<file path="src/rtl/udcl_pkg.sv">
package udcl_pkg;

   // ==================================================================
   // clock and i2c timing
   // ==================================================================
   localparam int unsigned CLK_FREQ_HZ     = 250_000_000;
   // fast-mode plus rate: a full eight-byte load stays near 25k clocks
   localparam int unsigned SCL_FREQ_HZ     = 1_000_000;
   // half of one scl period, in system clocks
   localparam int unsigned SCL_HALF_CYC    = CLK_FREQ_HZ / (2 * SCL_FREQ_HZ);
   localparam int unsigned DIV_W           = 11;

   // ==================================================================
   // eeprom layout
   // ==================================================================
   localparam logic [7:0] EE_DEV_WR        = 8'hA0;
   localparam logic [7:0] EE_DEV_RD        = 8'hA1;
   localparam int unsigned EE_NBYTES       = 8;
   localparam logic [2:0] EE_LOC_VID_LO    = 3'h0;
   localparam logic [2:0] EE_LOC_VID_HI    = 3'h1;
   localparam logic [2:0] EE_LOC_PID_LO    = 3'h2;
   localparam logic [2:0] EE_LOC_PID_HI    = 3'h3;
   localparam logic [2:0] EE_LOC_ATTR      = 3'h4;
   localparam logic [2:0] EE_LOC_PWR       = 3'h5;
   localparam logic [2:0] EE_LOC_SIG       = 3'h7;
   // signature value is arbitrary
   localparam logic [7:0] EE_SIGNATURE     = 8'h5A;

   // ==================================================================
   // descriptor defaults
   // ==================================================================
   // identifier defaults are arbitrary
   localparam logic [15:0] DEF_VID         = 16'h1234;
   localparam logic [15:0] DEF_PID         = 16'h0002;
   localparam logic [7:0]  DEF_ATTR        = 8'hA0;
   localparam int unsigned MA_PER_UNIT     = 2;
   localparam int unsigned DEF_POWER_MA    = 94;
   localparam logic [7:0]  DEF_MAXPWR      = 8'(DEF_POWER_MA / MA_PER_UNIT);
   localparam int unsigned ATTR_ONE_BIT    = 7;
   localparam int unsigned ATTR_SELF_BIT   = 6;
   localparam int unsigned ATTR_WAKE_BIT   = 5;

   // ==================================================================
   // carriers
   // ==================================================================
   typedef struct packed {
      logic [15:0] vid;
      logic [15:0] pid;
      logic [7:0]  attr;
      logic [7:0]  max_power;
   } udcl_desc_t;

   typedef enum logic [1:0] {
      UDCL_CMD_START = 2'b00,
      UDCL_CMD_WRITE = 2'b01,
      UDCL_CMD_READ  = 2'b10,
      UDCL_CMD_STOP  = 2'b11
   } udcl_cmd_t;

endpackage

</file>
<file path="src/rtl/udcl_i2c_byte.sv">
`timescale 1ns/1ps
// ======================================================================
// i2c byte engine: start, stop, write byte, read byte
// ======================================================================
module udcl_i2c_byte (
   input  wire logic               clk_i,
   input  wire logic               rst_b_i,
   input  wire logic               go_i,
   input  wire udcl_pkg::udcl_cmd_t cmd_i,
   input  wire logic [7:0]         wdata_i,
   input  wire logic               rd_last_i,
   output logic                    done_o,
   output logic                    nack_o,
   output logic [7:0]              rdata_o,
   input  wire logic               scl_i,
   input  wire logic               sda_i,
   output logic                    scl_oe_o,
   output logic                    sda_oe_o
);

   logic [udcl_pkg::DIV_W-1:0] div;
   logic                       tick;
   logic                       busy;
   udcl_pkg::udcl_cmd_t        cmd;
   logic [3:0]                 bitn;
   logic [1:0]                 ph;
   logic [8:0]                 sh;

   // ==================================================================
   // quarter-bit enable pulse
   // ==================================================================
   always_ff @(posedge clk_i or negedge rst_b_i) begin
      if (!rst_b_i) begin
         div <= '0;
      end else if (!busy || tick) begin
         div <= '0;
      end else begin
         div <= div + 1'b1;
      end
   end
   assign tick = busy && (div == udcl_pkg::DIV_W'(udcl_pkg::SCL_HALF_CYC / 2 - 1));

   // ==================================================================
   // sequencer: four phases per bit, open-drain lines
   // ==================================================================
   // scl is low in phases 0 and 3; a clock-stretching slave is not waited on
   always_ff @(posedge clk_i or negedge rst_b_i) begin
      if (!rst_b_i) begin
         busy     <= 1'b0;
         cmd      <= udcl_pkg::UDCL_CMD_START;
         bitn     <= '0;
         ph       <= '0;
         sh       <= '0;
         done_o   <= 1'b0;
         nack_o   <= 1'b0;
         rdata_o  <= '0;
         scl_oe_o <= 1'b0;
         sda_oe_o <= 1'b0;
      end else begin
         done_o <= 1'b0;
         if (!busy) begin
            if (go_i) begin
               busy <= 1'b1;
               cmd  <= cmd_i;
               bitn <= '0;
               ph   <= '0;
               // write: 8 data bits then release for ack; read: release then ack/nack
               sh   <= (cmd_i == udcl_pkg::UDCL_CMD_READ) ? {8'hFF, rd_last_i}
                                                          : {wdata_i, 1'b1};
            end
         end else if (tick) begin
            ph <= ph + 1'b1;
            unique case (cmd)
               udcl_pkg::UDCL_CMD_START: begin
                  // sda falls while scl high, then scl pulled low
                  unique case (ph)
                     2'd0: begin sda_oe_o <= 1'b0; scl_oe_o <= 1'b0; end
                     2'd1: sda_oe_o <= 1'b1;
                     2'd2: scl_oe_o <= 1'b1;
                     2'd3: begin busy <= 1'b0; done_o <= 1'b1; end
                  endcase
               end
               udcl_pkg::UDCL_CMD_STOP: begin
                  unique case (ph)
                     2'd0: sda_oe_o <= 1'b1;
                     2'd1: scl_oe_o <= 1'b0;
                     2'd2: sda_oe_o <= 1'b0;
                     2'd3: begin busy <= 1'b0; done_o <= 1'b1; end
                  endcase
               end
               default: begin
                  unique case (ph)
                     2'd0: sda_oe_o <= ~sh[8];
                     2'd1: scl_oe_o <= 1'b0;
                     2'd2: begin
                        if (bitn == 4'd8) begin
                           nack_o <= (cmd == udcl_pkg::UDCL_CMD_WRITE) ? sda_i : 1'b0;
                        end else begin
                           rdata_o <= {rdata_o[6:0], sda_i};
                        end
                     end
                     2'd3: begin
                        scl_oe_o <= 1'b1;
                        sh       <= {sh[7:0], 1'b1};
                        bitn     <= bitn + 1'b1;
                        if (bitn == 4'd8) begin
                           busy   <= 1'b0;
                           done_o <= 1'b1;
                        end
                     end
                  endcase
               end
            endcase
         end
      end
   end

   // scl input is not used for arbitration in this single-master loader
   logic unused_scl;
   assign unused_scl = scl_i;

endmodule // udcl_i2c_byte

</file>
<file path="src/rtl/udcl_loader.sv">
`timescale 1ns/1ps
//
// Contract
// - sample both i2c line levels once after reset as straps
// - no eeprom: sda low means wakeup; scl high means self-powered
// - probe the eeprom only when both straps are high
// - probing reads eeprom locations zero to seven
// - contents valid only when location seven equals the signature
// - vendor id: location zero low byte, location one high byte
// - product id: location two low byte, location three high byte
// - attributes byte taken from location four when valid
// - attributes: bit7 one, bit6 self-powered, bit5 wakeup, rest zero
// - default attributes byte is 0xA0
// - max power taken from location five, units of 2 mA
// - default max power reports 94 mA
// - product id default unless eeprom valid
// - vendor id default unless eeprom valid
//
module udcl_loader (
   input  wire logic                clk_i,
   input  wire logic                rst_b_i,
   input  wire logic                scl_i,
   input  wire logic                sda_i,
   output logic                     scl_oe_o,
   output logic                     sda_oe_o,
   output udcl_pkg::udcl_desc_t     desc_o,
   output logic                     ready_o,
   output logic                     ee_valid_o
);

   typedef enum logic [3:0] {
      ST_STRAP  = 4'b0000,
      ST_DECIDE = 4'b0001,
      ST_START1 = 4'b0010,
      ST_DEVW   = 4'b0011,
      ST_ADDR   = 4'b0100,
      ST_START2 = 4'b0101,
      ST_DEVR   = 4'b0110,
      ST_READ   = 4'b0111,
      ST_STOP   = 4'b1000,
      ST_APPLY  = 4'b1001,
      ST_DONE   = 4'b1010
   } udcl_state_t;

   logic                rst_s1;
   logic                rst_b;
   udcl_state_t         state;
   logic                strap_sda;
   logic                strap_scl;
   logic                failed;
   logic [7:0]          mem [udcl_pkg::EE_NBYTES];
   logic [2:0]          idx;
   logic                go;
   logic                waiting;
   udcl_pkg::udcl_cmd_t cmd;
   logic [7:0]          wdata;
   logic                bdone;
   logic                bnack;
   logic [7:0]          bdata;
   logic                b_scl_oe;
   logic                b_sda_oe;

   // ==================================================================
   // reset release
   // ==================================================================
   always_ff @(posedge clk_i or negedge rst_b_i) begin
      if (!rst_b_i) begin
         rst_s1 <= 1'b0;
         rst_b  <= 1'b0;
      end else begin
         rst_s1 <= 1'b1;
         rst_b  <= rst_s1;
      end
   end

   // ==================================================================
   // attributes helper: fixed one in bit 7, reserved bits cleared
   // ==================================================================
   function automatic logic [7:0] make_attr(input logic self_pwr, input logic wake);
      logic [7:0] a;
      a = '0;
      a[udcl_pkg::ATTR_ONE_BIT]  = 1'b1;
      a[udcl_pkg::ATTR_SELF_BIT] = self_pwr;
      a[udcl_pkg::ATTR_WAKE_BIT] = wake;
      return a;
   endfunction

   // ==================================================================
   // byte engine
   // ==================================================================
   udcl_i2c_byte u_byte (
      .clk_i     (clk_i),
      .rst_b_i   (rst_b),
      .go_i      (go),
      .cmd_i     (cmd),
      .wdata_i   (wdata),
      .rd_last_i (idx == 3'(udcl_pkg::EE_NBYTES - 1)),
      .done_o    (bdone),
      .nack_o    (bnack),
      .rdata_o   (bdata),
      .scl_i     (scl_i),
      .sda_i     (sda_i),
      .scl_oe_o  (b_scl_oe),
      .sda_oe_o  (b_sda_oe)
   );

   // ==================================================================
   // command for each state
   // ==================================================================
   always_comb begin
      cmd   = udcl_pkg::UDCL_CMD_START;
      wdata = '0;
      unique case (state)
         ST_START1, ST_START2: cmd = udcl_pkg::UDCL_CMD_START;
         ST_DEVW: begin cmd = udcl_pkg::UDCL_CMD_WRITE; wdata = udcl_pkg::EE_DEV_WR; end
         ST_ADDR: begin cmd = udcl_pkg::UDCL_CMD_WRITE; wdata = 8'h00; end
         ST_DEVR: begin cmd = udcl_pkg::UDCL_CMD_WRITE; wdata = udcl_pkg::EE_DEV_RD; end
         ST_READ: cmd = udcl_pkg::UDCL_CMD_READ;
         ST_STOP: cmd = udcl_pkg::UDCL_CMD_STOP;
         default: cmd = udcl_pkg::UDCL_CMD_START;
      endcase
   end

   // ==================================================================
   // sequencer
   // ==================================================================
   // a bus step is launched once, then the state waits for its done pulse
   always_ff @(posedge clk_i or negedge rst_b) begin
      if (!rst_b) begin
         state     <= ST_STRAP;
         strap_sda <= 1'b0;
         strap_scl <= 1'b0;
         failed    <= 1'b0;
         idx       <= '0;
         go        <= 1'b0;
         waiting   <= 1'b0;
      end else begin
         go <= 1'b0;
         unique case (state)
            ST_STRAP: begin
               strap_sda <= sda_i;
               strap_scl <= scl_i;
               state     <= ST_DECIDE;
            end
            ST_DECIDE: begin
               // probe only with both straps high
               state <= (strap_sda && strap_scl) ? ST_START1 : ST_APPLY;
            end
            ST_APPLY, ST_DONE: begin
               state <= ST_DONE;
            end
            default: begin
               if (!waiting) begin
                  go      <= 1'b1;
                  waiting <= 1'b1;
               end else if (bdone) begin
                  waiting <= 1'b0;
                  unique case (state)
                     ST_START1: state <= ST_DEVW;
                     ST_DEVW:   state <= bnack ? ST_STOP : ST_ADDR;
                     ST_ADDR:   state <= bnack ? ST_STOP : ST_START2;
                     ST_START2: state <= ST_DEVR;
                     ST_DEVR:   state <= bnack ? ST_STOP : ST_READ;
                     ST_READ: begin
                        idx   <= idx + 1'b1;
                        state <= (idx == 3'(udcl_pkg::EE_NBYTES - 1)) ? ST_STOP : ST_READ;
                     end
                     default:   state <= ST_APPLY;
                  endcase
                  if (bnack && (state == ST_DEVW || state == ST_ADDR || state == ST_DEVR)) begin
                     failed <= 1'b1;
                  end
               end
            end
         endcase
      end
   end

   // ==================================================================
   // captured eeprom bytes
   // ==================================================================
   always_ff @(posedge clk_i or negedge rst_b) begin
      if (!rst_b) begin
         for (int i = 0; i < udcl_pkg::EE_NBYTES; i++) begin
            mem[i] <= '0;
         end
      end else if (state == ST_READ && waiting && bdone) begin
         mem[idx] <= bdata;
      end
   end

   // ==================================================================
   // descriptor outputs
   // ==================================================================
   // held at defaults until the apply step; ready gates host answers
   always_ff @(posedge clk_i or negedge rst_b) begin
      if (!rst_b) begin
         desc_o     <= '{udcl_pkg::DEF_VID, udcl_pkg::DEF_PID, udcl_pkg::DEF_ATTR, udcl_pkg::DEF_MAXPWR};
         ready_o    <= 1'b0;
         ee_valid_o <= 1'b0;
      end else if (state == ST_APPLY) begin
         ready_o <= 1'b1;
         if (strap_sda && strap_scl && !failed && mem[udcl_pkg::EE_LOC_SIG] == udcl_pkg::EE_SIGNATURE) begin
            ee_valid_o <= 1'b1;
            desc_o.vid <= {mem[udcl_pkg::EE_LOC_VID_HI], mem[udcl_pkg::EE_LOC_VID_LO]};
            desc_o.pid <= {mem[udcl_pkg::EE_LOC_PID_HI], mem[udcl_pkg::EE_LOC_PID_LO]};
            desc_o.attr <= mem[udcl_pkg::EE_LOC_ATTR];
            // max power in 2 mA units
            desc_o.max_power <= mem[udcl_pkg::EE_LOC_PWR];
         end else begin
            desc_o.vid       <= udcl_pkg::DEF_VID;
            desc_o.pid       <= udcl_pkg::DEF_PID;
            desc_o.attr      <= make_attr(strap_scl, ~strap_sda);
            desc_o.max_power <= udcl_pkg::DEF_MAXPWR;
         end
      end
   end

   // registered copies of the open-drain enables
   always_ff @(posedge clk_i or negedge rst_b) begin
      if (!rst_b) begin
         scl_oe_o <= 1'b0;
         sda_oe_o <= 1'b0;
      end else begin
         scl_oe_o <= b_scl_oe;
         sda_oe_o <= b_sda_oe;
      end
   end

endmodule // udcl_loader

</file>
<file path="config.mk">
export PLATFORM = sky130hd
export DESIGN_NAME = udcl_loader
export DESIGN_NICKNAME = d
export VERILOG_FILES = /design/src/rtl/udcl_pkg.sv /design/src/rtl/udcl_i2c_byte.sv /design/src/rtl/udcl_loader.sv
export SDC_FILE = /design/constraint.sdc
export NUM_CORES = 1
export LEC_CHECK = 0
export BUFFER_PORTS_ARGS = -buffer_cell sky130_fd_sc_hd__buf_4
export CORE_MARGIN = 2
export CORE_UTILIZATION = 48
export CTS_BUF_LIST = sky130_fd_sc_hd__clkbuf_8 sky130_fd_sc_hd__clkbuf_16
export DETAILED_ROUTE_END_ITERATION = 12
export HOLD_SLACK_MARGIN = 0.15
export PLACE_DENSITY = 0.65
export SKIP_CTS_REPAIR_TIMING = 1
export SLEW_MARGIN = 10
export SYNTH_ARGS = -nofsm -noshare
export SYNTH_HDL_FRONTEND = slang
export SYNTH_SLANG_ARGS = --single-unit
</file>
<file path="constraint.sdc">
create_clock -name clk_i -period 8.3 [get_ports clk_i]
set_clock_uncertainty 0.1 [all_clocks]
set_input_delay 0.83 -clock clk_i [delete_from_list [all_inputs] [get_ports clk_i]]
set_output_delay 0.83 -clock clk_i [all_outputs]
set_load 0.1 [all_outputs]
</file>
; ---- Yosys cells after proc, flatten, opt, wreduce, memory -nomap -nowiden
; Index checks and enable logic that the tools add are counted.
[classes]
add_sub_neg = 4
multipliers = 0
n_div = 0
n_lt_le_gt_ge = 2
n_eq_ne = 27
shifts = 0
mux = 56
n_bitwise = 7
reduce_logical = 36
[op_table]
columns = op, count
row1 = $bwmux W64, 1
row2 = $mux W9, 6
row3 = $mux W4, 12
row4 = $mux W48, 1
row5 = $demux W8 S3, 1
row6 = $pmux W4 S6, 1
row7 = $mux W1, 20
row8 = $reduce_and A5 Y1, 4
row9 = $eq A4 B3 Y1 const B, 4
row10 = $eq A4 B4 Y1 const B, 4
row11 = $pmux W8 S2, 1
row12 = $pmux W1 S2, 6
row13 = $pmux W4 S3, 1
row14 = $reduce_and A4 Y1, 3
row15 = $add A11 B1 Y11 const B, 1
row16 = $eq A11 B6 Y1 const B, 1
row17 = $mux W11, 1
row18 = $ne A3 B3 Y1 const B, 3
row19 = $eq A2 B2 Y1 const B, 4
row20 = $eq A4 B2 Y1 const B, 2
row21 = $eq A8 B7 Y1 const B, 1
row22 = $logic_and A1 B1 Y1, 8
row23 = $mux W8, 1
row24 = $reduce_and A2 Y1, 4
row25 = other kinds (24), 41
[totals]
ff_bits = 171
latch_bits = 0
ramBits = 0
romBits = 0
in_bits = 4
out_inout_bits = 52
word_cells = 168
n_memories = 0

; ---- Logic depth before layout (Yosys ltp)
; Gate-level depths: netlist of run 1.
[depth]
ltp_word = 7
mapped_depth = 8
depth_no_buf = 6

; ---- By module
; Synthesis of run 1 repeated with hierarchy kept, for this count alone.
[unflattened]
cells_unflattened = 618
area_unflattened_um2 = 7115.6
[modules_own_cells]
columns = mod, instances, cells_each, area_per_inst_um2, seq_area_each_um2
row1 = udcl_loader, 1, 430, 5026.1, 3069.2
row2 = udcl_i2c_byte, 1, 188, 2089.5, 1026.0

; ---- Least setup slack after synthesis of run 1
; OpenSTA, ideal clock, no wires.
[synth_path]
path_type = register to register
start = register state[3]
end = register mem[48] (netlist bit)
setup_time_ps = 125
arrival_time_ps = 1992
required_ps = 8075
slack_ps = 6083
path_stages_with_launch = 7
path_buffers = 2
synth_period_minus_slack_ps = 2217
cell_sequence = dfrtp_1 -> nand2b_1 -> buf_2 -> or3_1 -> buf_4 -> nor4b_4 -> mux2_2
[synth_between]
elab_chain_cells = 3
[synth_rtl]
columns = element, line_no
row1 = from (decl), udcl_loader.sv:47  ; udcl_state_t state;
row2 = from (signal assigned), udcl_loader.sv:147  ; state <= (strap_sda && strap_scl) ? ST_START1 : ST_APPLY;
row3 = from (signal assigned), udcl_loader.sv:160  ; ST_DEVW: state <= bnack ? ST_STOP : ST_ADDR;
row4 = from (signal assigned), udcl_loader.sv:161  ; ST_ADDR: state <= bnack ? ST_STOP : ST_START2;
row5 = $eq A4 B3 Y1, udcl_loader.sv:187  ; end else if (state == ST_READ && waiting && bdone) begin
row6 = $logic_and A1 B1 Y1 (2 in a row), udcl_loader.sv:187
row7 = "to (signal, indexed assignment)", udcl_loader.sv:188  ; mem[idx] <= bdata;
row8 = to (decl), udcl_loader.sv:51  ; logic [7:0] mem [udcl_pkg::EE_NBYTES];
; Every way passes these cells.
; A chain may end at the register's enable or synchronous reset.

; ---- Final worst setup path of run 1
[layout_path]
start = register state[2]
end = register mem[50] (netlist bit)
; The elaborated chain is that of the path after synthesis.

==> results of run 1 <==
kinds of logic (layout without fill, tap and decap cells):
logic type | after synthesis | after routing | synth area share
AOI/OAI and AO/OA | 97 | 97 | 0.110
and+or+nand+nor | 118 | 118 | 0.0990
muxes | 74 | 74 | 0.122
xor gates and xnor gates | 12 | 12 | 0.0155
DFF | 163 | 163 | 0.605
other | 1 | 1 | 0.000554
adders and majority gates | 13 | 13 | 0.0240
buffers and inverters | 41 | 104 | 0.0236
cells in the mapped netlist, drive strengths merged, types with 6 or more instances:
library cell | count | area, um^2
nor2 | 27 | 101
ha | 13 | 163
o22a | 12 | 105
inv | 13 | 48.8
xor2 | 8 | 70.1
clkbuf | 20 | 75.1
o21ai | 8 | 40.0
nand3 | 11 | 55.1
buf | 8 | 36.3
a21oi | 12 | 60.1
a211o | 7 | 61.3
dfrtp | 150 | 3750
dfstp | 13 | 342
nor3 | 6 | 35.0
nand2 | 24 | 90.1
mux2 | 69 | 777
and3 | 12 | 75.1
a22o | 34 | 298
critical path: stages (launching register included):
cell and delay, ns:
dfrtp_1 0.65, nand2b_1 0.28, or3_1 0.62, nor4b_4 0.60, mux2_2 0.40
worst max path at each step:
stage | start | end | slack (ns) | depth (start not counted)
after floorplan | rst_b | desc_o[10] | 3.34 | 0
after global placement | state[2] | mem[50] | 5.67 | 4
after detailed placement | state[2] | mem[18] | 5.55 | 4
after CTS | state[2] | mem[50] | 5.53 | 4
after global routing | state[0] | mem[50] | 5.34 | 4
final | state[2] | mem[50] | 5.52 | 4
power groups by stage:
stage / registers [mW] / clock network [mW] / logic, mW
2_1_floorplan: 0.823 / 0 / 0.00123
3_3_place_gp: 0.818 / 0 / 0.0138
3_5_place_dp: 0.818 / 0 / 0.0140
4_1_cts: 0.804 / 0.740 / 0.0143
5_1_grt: 0.804 / 0.776 / 0.0166
6_report: 0.804 / 0.723 / 0.0138
through the flow:
stage / setup slack, ns / hold slack, ns / std cells / power, mW
2_1_floorplan: 3.34 / 0.231 / 519 / 0.824
3_3_place_gp: 5.67 / 0.241 / 729 / 0.832
3_5_place_dp: 5.55 / 0.236 / 729 / 0.832
4_1_cts: 5.53 / 0.0627 / 761 / 1.56
5_1_grt: 5.34 / 0.281 / 762 / 1.60
6_report: 5.52 / 0.260 / 762 / 1.54
sequential cells by signal, indices dropped and copies added, names as in the netlist, 2 cells and up:
signal          flops
u_byte.ph           2
mem                56
u_byte.cmd          2
idx                 3
u_byte.rdata_o      8
state               4
desc_o             48
u_byte.sh           9
u_byte.div         11
u_byte.bitn         4
final cells by class:
cell class                 count  area [um^2]
fill                        1142         5940
sequential                   163         4100
multi-input combinational    315         2520
clock buffer                  19          453
timing repair buffer          59          445
tap                          180          225
clock inverter                13          100
inverter                      13         48.8
per-layer routing:
layer,up-vias,part of all wire,GRT usage
met1,2230,0.47,0.271
met5,-,0,0
met3,21,0.042,0.0460
li1,1986,-,-
met2,103,0.47,0.308
met4,0,0.017,0.0726
==> results.sh, run 1 <==
export IMPL_status="completed"
export IMPL_rsz0062_at_grt="no"
export IMPL_grt_start_max_net_pins=60
export IMPL_synth_ff_type="dfrtp_1"
export IMPL_area_delta_synth_final_pct=16.5
export IMPL_drt_iter0_drc=323
export IMPL_core_area_mm2=0.0138
export IMPL_clockPowerShare=0.469
export IMPL_p_sw_frac=0.206
export IMPL_mostFrequentLayoutCells="dfrtp_1, mux2_2, buf_4"
export IMPL_rr_worst_depth=4
export IMPL_synth_edf_count=0
export IMPL_min_period_ns=2.78
export IMPL_cts_buffer_depth=2
export IMPL_globalRouteOverflowTotal=0
export IMPL_cp_end_kind="register"
export IMPL_pin_count=56
export IMPL_dp_hpwl_um=8830
export IMPL_synth_seq_area_share=0.605
export IMPL_synth_net_count=536
export IMPL_setup_tns_ns=0
export IMPL_fin_crit_sh=0.335
export IMPL_worstPathArrival_ns=2.99
export IMPL_drive_gt1_frac=0.301
export IMPL_clockRootBuffer="clkbuf_16"
export IMPL_yosys_warnings=0
export IMPL_vias=4340
export IMPL_fp_dieW_um=123
export IMPL_worstHoldPathCells=0
export IMPL_clock_latency_ns=0.42
export IMPL_r2r_slack_ns=5.52
export IMPL_firstDrtPassIters=5
export IMPL_grt_usage=0.197
export IMPL_hold_viol=0
export IMPL_cellPowerDensity_mw_per_mm2=195
export IMPL_synth_cell_types=54
export IMPL_max_vdd_ir_drop_uv=141
export IMPL_tightestPinTransition_ns=0.766
export IMPL_place_area_mm2=0.00733
export IMPL_die_area_mm2=0.0151
export IMPL_final_area_mm2=0.00789
export IMPL_drc=0
export IMPL_cap_violations=0
export IMPL_synth_avg_cell_area_um2=13.0
export IMPL_grt_pass1_wl_um=22700
export IMPL_clkTransAtPathRegs_ns=0.06
export IMPL_synth_seq_cells=163
export IMPL_antenna_found_initial=0
export IMPL_cp_max_fo=16
export IMPL_cp_start_kind="register"
export IMPL_netlist_area_mm2=0.00677
export IMPL_internal_power_mw=1.22
export IMPL_nets=586
export IMPL_max_slew_margin_rel=0.486
export IMPL_die_y_um=123
export IMPL_wl_per_cell_um=17.7
export IMPL_start_util=0.490
export IMPL_finalSetupViolCount=0
export IMPL_hold_path_class="register to register"
export IMPL_numCtsBuffers=17
export IMPL_min_delay_worst_endpoint="rst_b"
export IMPL_fmax_mhz=360
export IMPL_routabilityCongestion=0.849
export IMPL_worst_hold_startpoint="rst_s1"
export IMPL_layout_commonest_cell="dfrtp_1"
export IMPL_drv_slew=0
export IMPL_insertedDiodeCount=0
export IMPL_cts_sinks=163
export IMPL_ant_nets=0
export IMPL_seqPwrFrac=0.522
export IMPL_cts_tree="built"
export IMPL_switchingPower_mw=0.318
export IMPL_syn_inst=519
export IMPL_p_comb_frac=0.009
export IMPL_grt_pass1_vias=4497
export IMPL_drt_total_wl_um=13500
export IMPL_via_per_inst=5.70
export IMPL_async_reset_ff_frac=1.00
export IMPL_rows=43
export IMPL_h_tree_depth=4
export IMPL_r2r_end="mem[50]"
export IMPL_required_ns=8.51
export IMPL_numPortBuffers=55
export IMPL_final_util=0.571
export IMPL_p_leak_nw=3.92
export IMPL_path_class="register to register"
export IMPL_worst_r2r_startpoint="state[2]"
Power figures use the tool's default switching activity.
==> run 2, diff against run 1 <==
==> constraint.sdc (replaced) <==
create_clock -name clk_i -period 2.6 [get_ports clk_i]
set_clock_uncertainty 0.1 [all_clocks]
set_input_delay 0.26 -clock clk_i [delete_from_list [all_inputs] [get_ports clk_i]]
set_output_delay 0.26 -clock clk_i [all_outputs]
set_load 0.1 [all_outputs]
==> run 2 against run 1 <==
  * Critical path depth rose by 2
  * Critical path type unchanged
  * Power rose to 3.4 times the previous value
  * Highest routed layer unchanged
  * Count of clock-buffer cells in the layout fell by 2
  * Sequential power rose to 3.2 times the previous value
  * Global-route usage barely moved
  * Largest cell class unchanged
  * Die area did not move
  * Wire length fell by 0.78%
  * Non-clock buffer count rose by 18
  * Via count fell by 0.74%
  * Worst hold slack got worse by 0.11 ns
  * Design area rose by 2.6%
==> results.sh, run 2 (synthesis results as in run 1) <==
export IMPL_status="completed"
export IMPL_ant_nets=0
export IMPL_drv_slew=0
export IMPL_max_vdd_ir_drop_uv=421
export IMPL_top_register="mem"
export IMPL_pin_count=56
export IMPL_max_slew_margin_rel=0.550
export IMPL_cellPowerDensity_mw_per_mm2=638
export IMPL_globalRouteOverflowTotal=0
export IMPL_rsz0062_at_grt="no"
export IMPL_clkTransAtPathRegs_ns=0.06
export IMPL_cp_top_family="simple AND/OR/NAND/NOR gates"
export IMPL_fin_crit_sh=0.893
export IMPL_largest_reg_flops=56
export IMPL_mostFrequentLayoutCells="dfrtp_1, buf_4, mux2_2"
export IMPL_drt_total_wl_um=13400
export IMPL_multi_input_area_mm2=0.00252
export IMPL_clock_latency_ns=0.42
export IMPL_p_total_mw=5.16
export IMPL_grt_pass1_wl_um=22700
export IMPL_firstDrtPassIters=4
export IMPL_insertedDiodeCount=0
export IMPL_rows=43
export IMPL_nets=604
export IMPL_wl_per_cell_um=17.2
export IMPL_layout_commonest_cell="dfrtp_1"
export IMPL_critPathBufInv=1
export IMPL_fmax_mhz=431
export IMPL_dp_cells=744
export IMPL_hold_viol=0
export IMPL_fp_dieW_um=123
export IMPL_vias=4308
export IMPL_dp_hpwl_um=9040
export IMPL_clockRootBuffer="clkbuf_16"
export IMPL_antenna_found_initial=0
export IMPL_tightestPinTransition_ns=0.670
export IMPL_via_per_inst=5.52
export IMPL_critPathMaxStageDelay_ns=0.46
export IMPL_routabilityCongestion=0.824
export IMPL_seq_area_mm2=0.00410
export IMPL_drive_gt1_frac=0.323
export IMPL_setup_tns_ns=0
export IMPL_cp_slowest_cell="nand4_1"
export IMPL_start_util=0.490
export IMPL_reg_top3="mem: 56 flops, desc_o: 48 flops, u_byte.div: 11 flops"
export IMPL_core_area_mm2=0.0138
export IMPL_p_leak_nw=4.02
export IMPL_cts_sinks=163
export IMPL_cts_tree="built"
export IMPL_drc=0
export IMPL_grt_pass1_vias=4536
export IMPL_worstPathArrival_ns=2.52
export IMPL_area_delta_synth_final_pct=19.5
export IMPL_r2r_slack_ns=0.28
export IMPL_cts_buffer_depth=2
export IMPL_required_ns=2.80
export IMPL_finalSetupViolCount=0
export IMPL_cp_start_kind="register"
export IMPL_numPortBuffers=55
export IMPL_grt_usage=0.197
export IMPL_grt_start_max_net_pins=71
export IMPL_h_tree_depth=4
export IMPL_die_y_um=123
export IMPL_numCtsBuffers=17
export IMPL_hold_path_class="register to async pin"
export IMPL_cp_end_kind="register"
export IMPL_cap_violations=0
export IMPL_fillers=1122
export IMPL_drt_iter0_drc=226
export IMPL_final_util=0.585
export IMPL_cp_cell_sequence="inv_1 > ha_1 > nor4b_1 > nand4_1 > and3_1 > a211o_1"
export IMPL_path_class="register to register"
export IMPL_layout_cells_non_filler=780
export IMPL_min_period_ns=2.32
export IMPL_die_area_mm2=0.0151
export IMPL_cp_max_fo=13
run 2: changes by cell type in the layout (fill, tap and decap cells not counted), sizes merged:
cell,delta
inv,-1
dlygate4sd3,+3
buf,+15
clkbuf,-2
bufinv,+2
clkinvlp,+1
run 2: per-layer routing:
metal / up-vias / global-route usage / wire [um]
met5: - / 0 / 0
met4: 0 / 0.0704 / 170
met3: 15 / 0.0451 / 495
met2: 77 / 0.315 / 6580
met1: 2197 / 0.264 / 6160
li1: 2019 / - / -
run 2: power breakdown:
group | internal [mW] | leakage (nW) | switching, mW
Combinational | 0.0150 | 1.56 | 0.0426
Sequential | 2.54 | 2.16 | 0.0155
Clock | 1.52 | 0.298 | 1.03
Total | 4.08 | 4.02 | 1.08
run 2: cell type report:
type                       instances  share of cell area
inverter                          13             0.00603
multi-input combinational        315               0.311
sequential                       163               0.506
clock inverter                    15              0.0221
tap                              180              0.0278
clock buffer                      17              0.0526
timing repair buffer              77              0.0742
run 2: through the flow:
| step | setup WS, ns | hold slack, ns | instance area, um^2 |
|---|---|---|---|
| 2_1_floorplan | 0.383 | -0.136 | 6780 |
| 3_3_place_gp | 0.362 | -0.0576 | 7450 |
| 3_5_place_dp | 0.291 | -0.0557 | 7450 |
| 4_1_cts | 0.264 | -0.510 | 8060 |
| 5_1_grt | 0.0635 | 0.188 | 8100 |
| 6_report | 0.278 | 0.154 | 8100 |
run 2: path summary, 6_finish.rpt:
| kind | startpoint | endpoint | cells past startpoint |
|---|---|---|---|
| setup / recovery | u_byte.div[1] | u_byte.sh[6] | 6 |
| hold / removal | rst_b | mem[18] | 0 |
| setup reg to reg | u_byte.div[1] | u_byte.sh[6] | 6 |
| hold reg to reg | rst_b | mem[18] | 0 |
| max in group asynchronous | rst_b | desc_o[15] | 1 |
| min in group clk_i | rst_s1 | rst_b | 0 |
==> run 3, diff against run 2 <==
--- a/config.mk
+++ b/config.mk
@@ -11,7 +11,7 @@
 export CTS_BUF_LIST = sky130_fd_sc_hd__clkbuf_8 sky130_fd_sc_hd__clkbuf_16
 export DETAILED_ROUTE_END_ITERATION = 12
 export HOLD_SLACK_MARGIN = 0.15
-export PLACE_DENSITY = 0.65
+export PLACE_DENSITY = 0.68
 export SKIP_CTS_REPAIR_TIMING = 1
 export SLEW_MARGIN = 10
 export SYNTH_ARGS = -nofsm -noshare
==> constraint.sdc (replaced) <==
create_clock -name clk_i -period 1.9 [get_ports clk_i]
set_clock_uncertainty 0.1 [all_clocks]
set_input_delay 0.19 -clock clk_i [delete_from_list [all_inputs] [get_ports clk_i]]
set_output_delay 0.19 -clock clk_i [all_outputs]
set_load 0.1 [all_outputs]
==> run 3 against run 2 <==
  * The run now ends with negative setup slack left
  * Via count grew 4.7%
  * Design area grew 6.1%
  * Global-route usage grew 0.15 points
  * First-iteration DRC count shrank 3.5%
  * Power grew 32%
  * Sequential share of layout area shrank 2.9 points
  * Wire length grew 6.1%
  * Utilization grew 3.6 points
  * Combinational power grew 52%
  * Critical endpoint is now mem[30]
  * Largest cell class unchanged
==> results.sh, run 3 (synthesis results as in run 1) <==
export IMPL_clockPowerShare=0.474
export IMPL_cap_violations=0
export IMPL_layout_commonest_cell="dfrtp_1"
export IMPL_p_comb_frac=0.013
export IMPL_cp_cell_sequence="nand2b_4 > or3_4 > buf_8 > nor4b_4 > buf_4 > mux2_2"
export IMPL_drv_slew=0
export IMPL_final_util=0.621
export IMPL_core_area_mm2=0.0138
export IMPL_routabilityCongestion=0.854
export IMPL_wl_per_cell_um=17.6
export IMPL_layout_cells_non_filler=809
export IMPL_area_delta_synth_final_pct=26.8
export IMPL_drt_iter0_drc=218
export IMPL_finalSetupViolCount=32
export IMPL_grt_pass1_vias=4481
export IMPL_fin_ws_ns=-0.138
export IMPL_numPortBuffers=55
export IMPL_drt_total_wl_um=14200
export IMPL_drc=0
export IMPL_ant_nets=0
export IMPL_globalRouteOverflowTotal=0
export IMPL_cp_end_kind="register"
export IMPL_fillers=1029
export IMPL_required_ns=2.11
export IMPL_cp_start_kind="register"
export IMPL_cts_tree="built"
export IMPL_p_total_mw=6.83
export IMPL_antenna_found_initial=0
export IMPL_clkTransAtPathRegs_ns=0.07
export IMPL_grt_usage=0.199
export IMPL_status="complete, but fails checks"
export IMPL_die_y_um=123
export IMPL_hold_path_class="register to async pin"
export IMPL_max_vdd_ir_drop_uv=608
export IMPL_p_sw_frac=0.220
export IMPL_cellPowerDensity_mw_per_mm2=795
export IMPL_start_util=0.490
export IMPL_via_per_inst=5.58
export IMPL_clock_latency_ns=0.43
export IMPL_vias=4511
export IMPL_cp_max_fo=7
export IMPL_pin_count=56
export IMPL_hold_viol=0
export IMPL_rows=43
export IMPL_clockRootBuffer="clkbuf_16"
export IMPL_insertedDiodeCount=0
export IMPL_failed_checks="negative setup slack"
export IMPL_largest_reg_flops=56
export IMPL_top_register="mem"
export IMPL_fin_crit_sh=1.07
export IMPL_cts_sinks=163
export IMPL_min_period_ns=2.04
export IMPL_dp_cells=771
export IMPL_firstDrtPassIters=4
export IMPL_worstPathArrival_ns=2.25
export IMPL_grt_start_max_net_pins=39
export IMPL_reg_top3="mem: 56 flops, desc_o: 48 flops, u_byte.div: 11 flops"
export IMPL_cts_buffer_depth=2
export IMPL_switchingPower_mw=1.51
export IMPL_h_tree_depth=4
export IMPL_fmax_mhz=491
export IMPL_dp_hpwl_um=9490
export IMPL_path_class="register to register"
export IMPL_cp_slowest_cell="dfrtp_1"
export IMPL_fp_dieW_um=123
export IMPL_rsz0062_at_grt="yes"
export IMPL_critPathMaxStageDelay_ns=0.38
export IMPL_internal_power_mw=5.32
export IMPL_drive_gt1_frac=0.380
export IMPL_die_area_mm2=0.0151
export IMPL_nets=633
export IMPL_seqPwrFrac=0.513
export IMPL_numCtsBuffers=17
export IMPL_p_leak_nw=4.22
export IMPL_mostFrequentLayoutCells="dfrtp_1, buf_4, mux2_2"
export IMPL_grt_pass1_wl_um=22900
==> run 3: path summary, 6_finish.rpt <==
path	start	end	slack [ns]	cells after the start
min	rst_b	mem[21]	0.19	0
min in group clk_i	rst_s1	rst_b	0.26	0
max reg2reg	state[3]	mem[30]	-0.14	6
max	state[3]	mem[30]	-0.14	6
min reg2reg	rst_b	mem[21]	0.19	0
max in group asynchronous	rst_b	desc_o[13]	0.90	1
==> run 3: routing by layer <==
metal / part of all wire / vias up / track usage
li1: - / 2082 / -
met4: 0.014 / 0 / 0.0675
met3: 0.045 / 16 / 0.0455
met2: 0.47 / 97 / 0.307
met1: 0.47 / 2316 / 0.278
met5: 0 / - / 0
==> run 3: through the flow <==
step / instance area, um^2 / setup TNS [ns] / hold WS, ns / worst slack (ns)
floorplan: 6830 / -7.41 / -0.206 / -0.230
global placement: 7750 / -1.00 / -0.128 / -0.0510
detailed placement: 7750 / -2.44 / -0.126 / -0.0943
CTS: 8310 / -3.72 / -0.581 / -0.121
global route: 8590 / -4.42 / 0.231 / -0.191
finish: 8590 / -2.66 / 0.190 / -0.138
==> run 3: power groups by stage <==
stage	combinational (mW)	sequential, mW	clock [mW]
3_5_place_dp	0.0864	3.57	0
3_3_place_gp	0.0835	3.57	0
2_1_floorplan	0.00546	3.60	0
5_1_grt	0.103	3.51	3.44
4_1_cts	0.0864	3.50	3.29
6_report	0.0875	3.50	3.24
==> run 3: worst max-delay path, delay by kind of cell, from the launching register on <==
family	cells	cell delay (ns)
flops	1	0.38
buf+inv	2	0.34
simple gates	3	0.78
mux	1	0.32
==> run 3: area by class of cell <==
class / instances / area [um^2] / area share
timing repair buffer: 106 / 911 / 0.106
multi-input combinational: 315 / 2740 / 0.319
tap: 180 / 225 / 0.0262
clock buffer: 17 / 425 / 0.0495
sequential: 163 / 4100 / 0.477
inverter: 13 / 48.8 / 0.00568
clock inverter: 15 / 135 / 0.0157
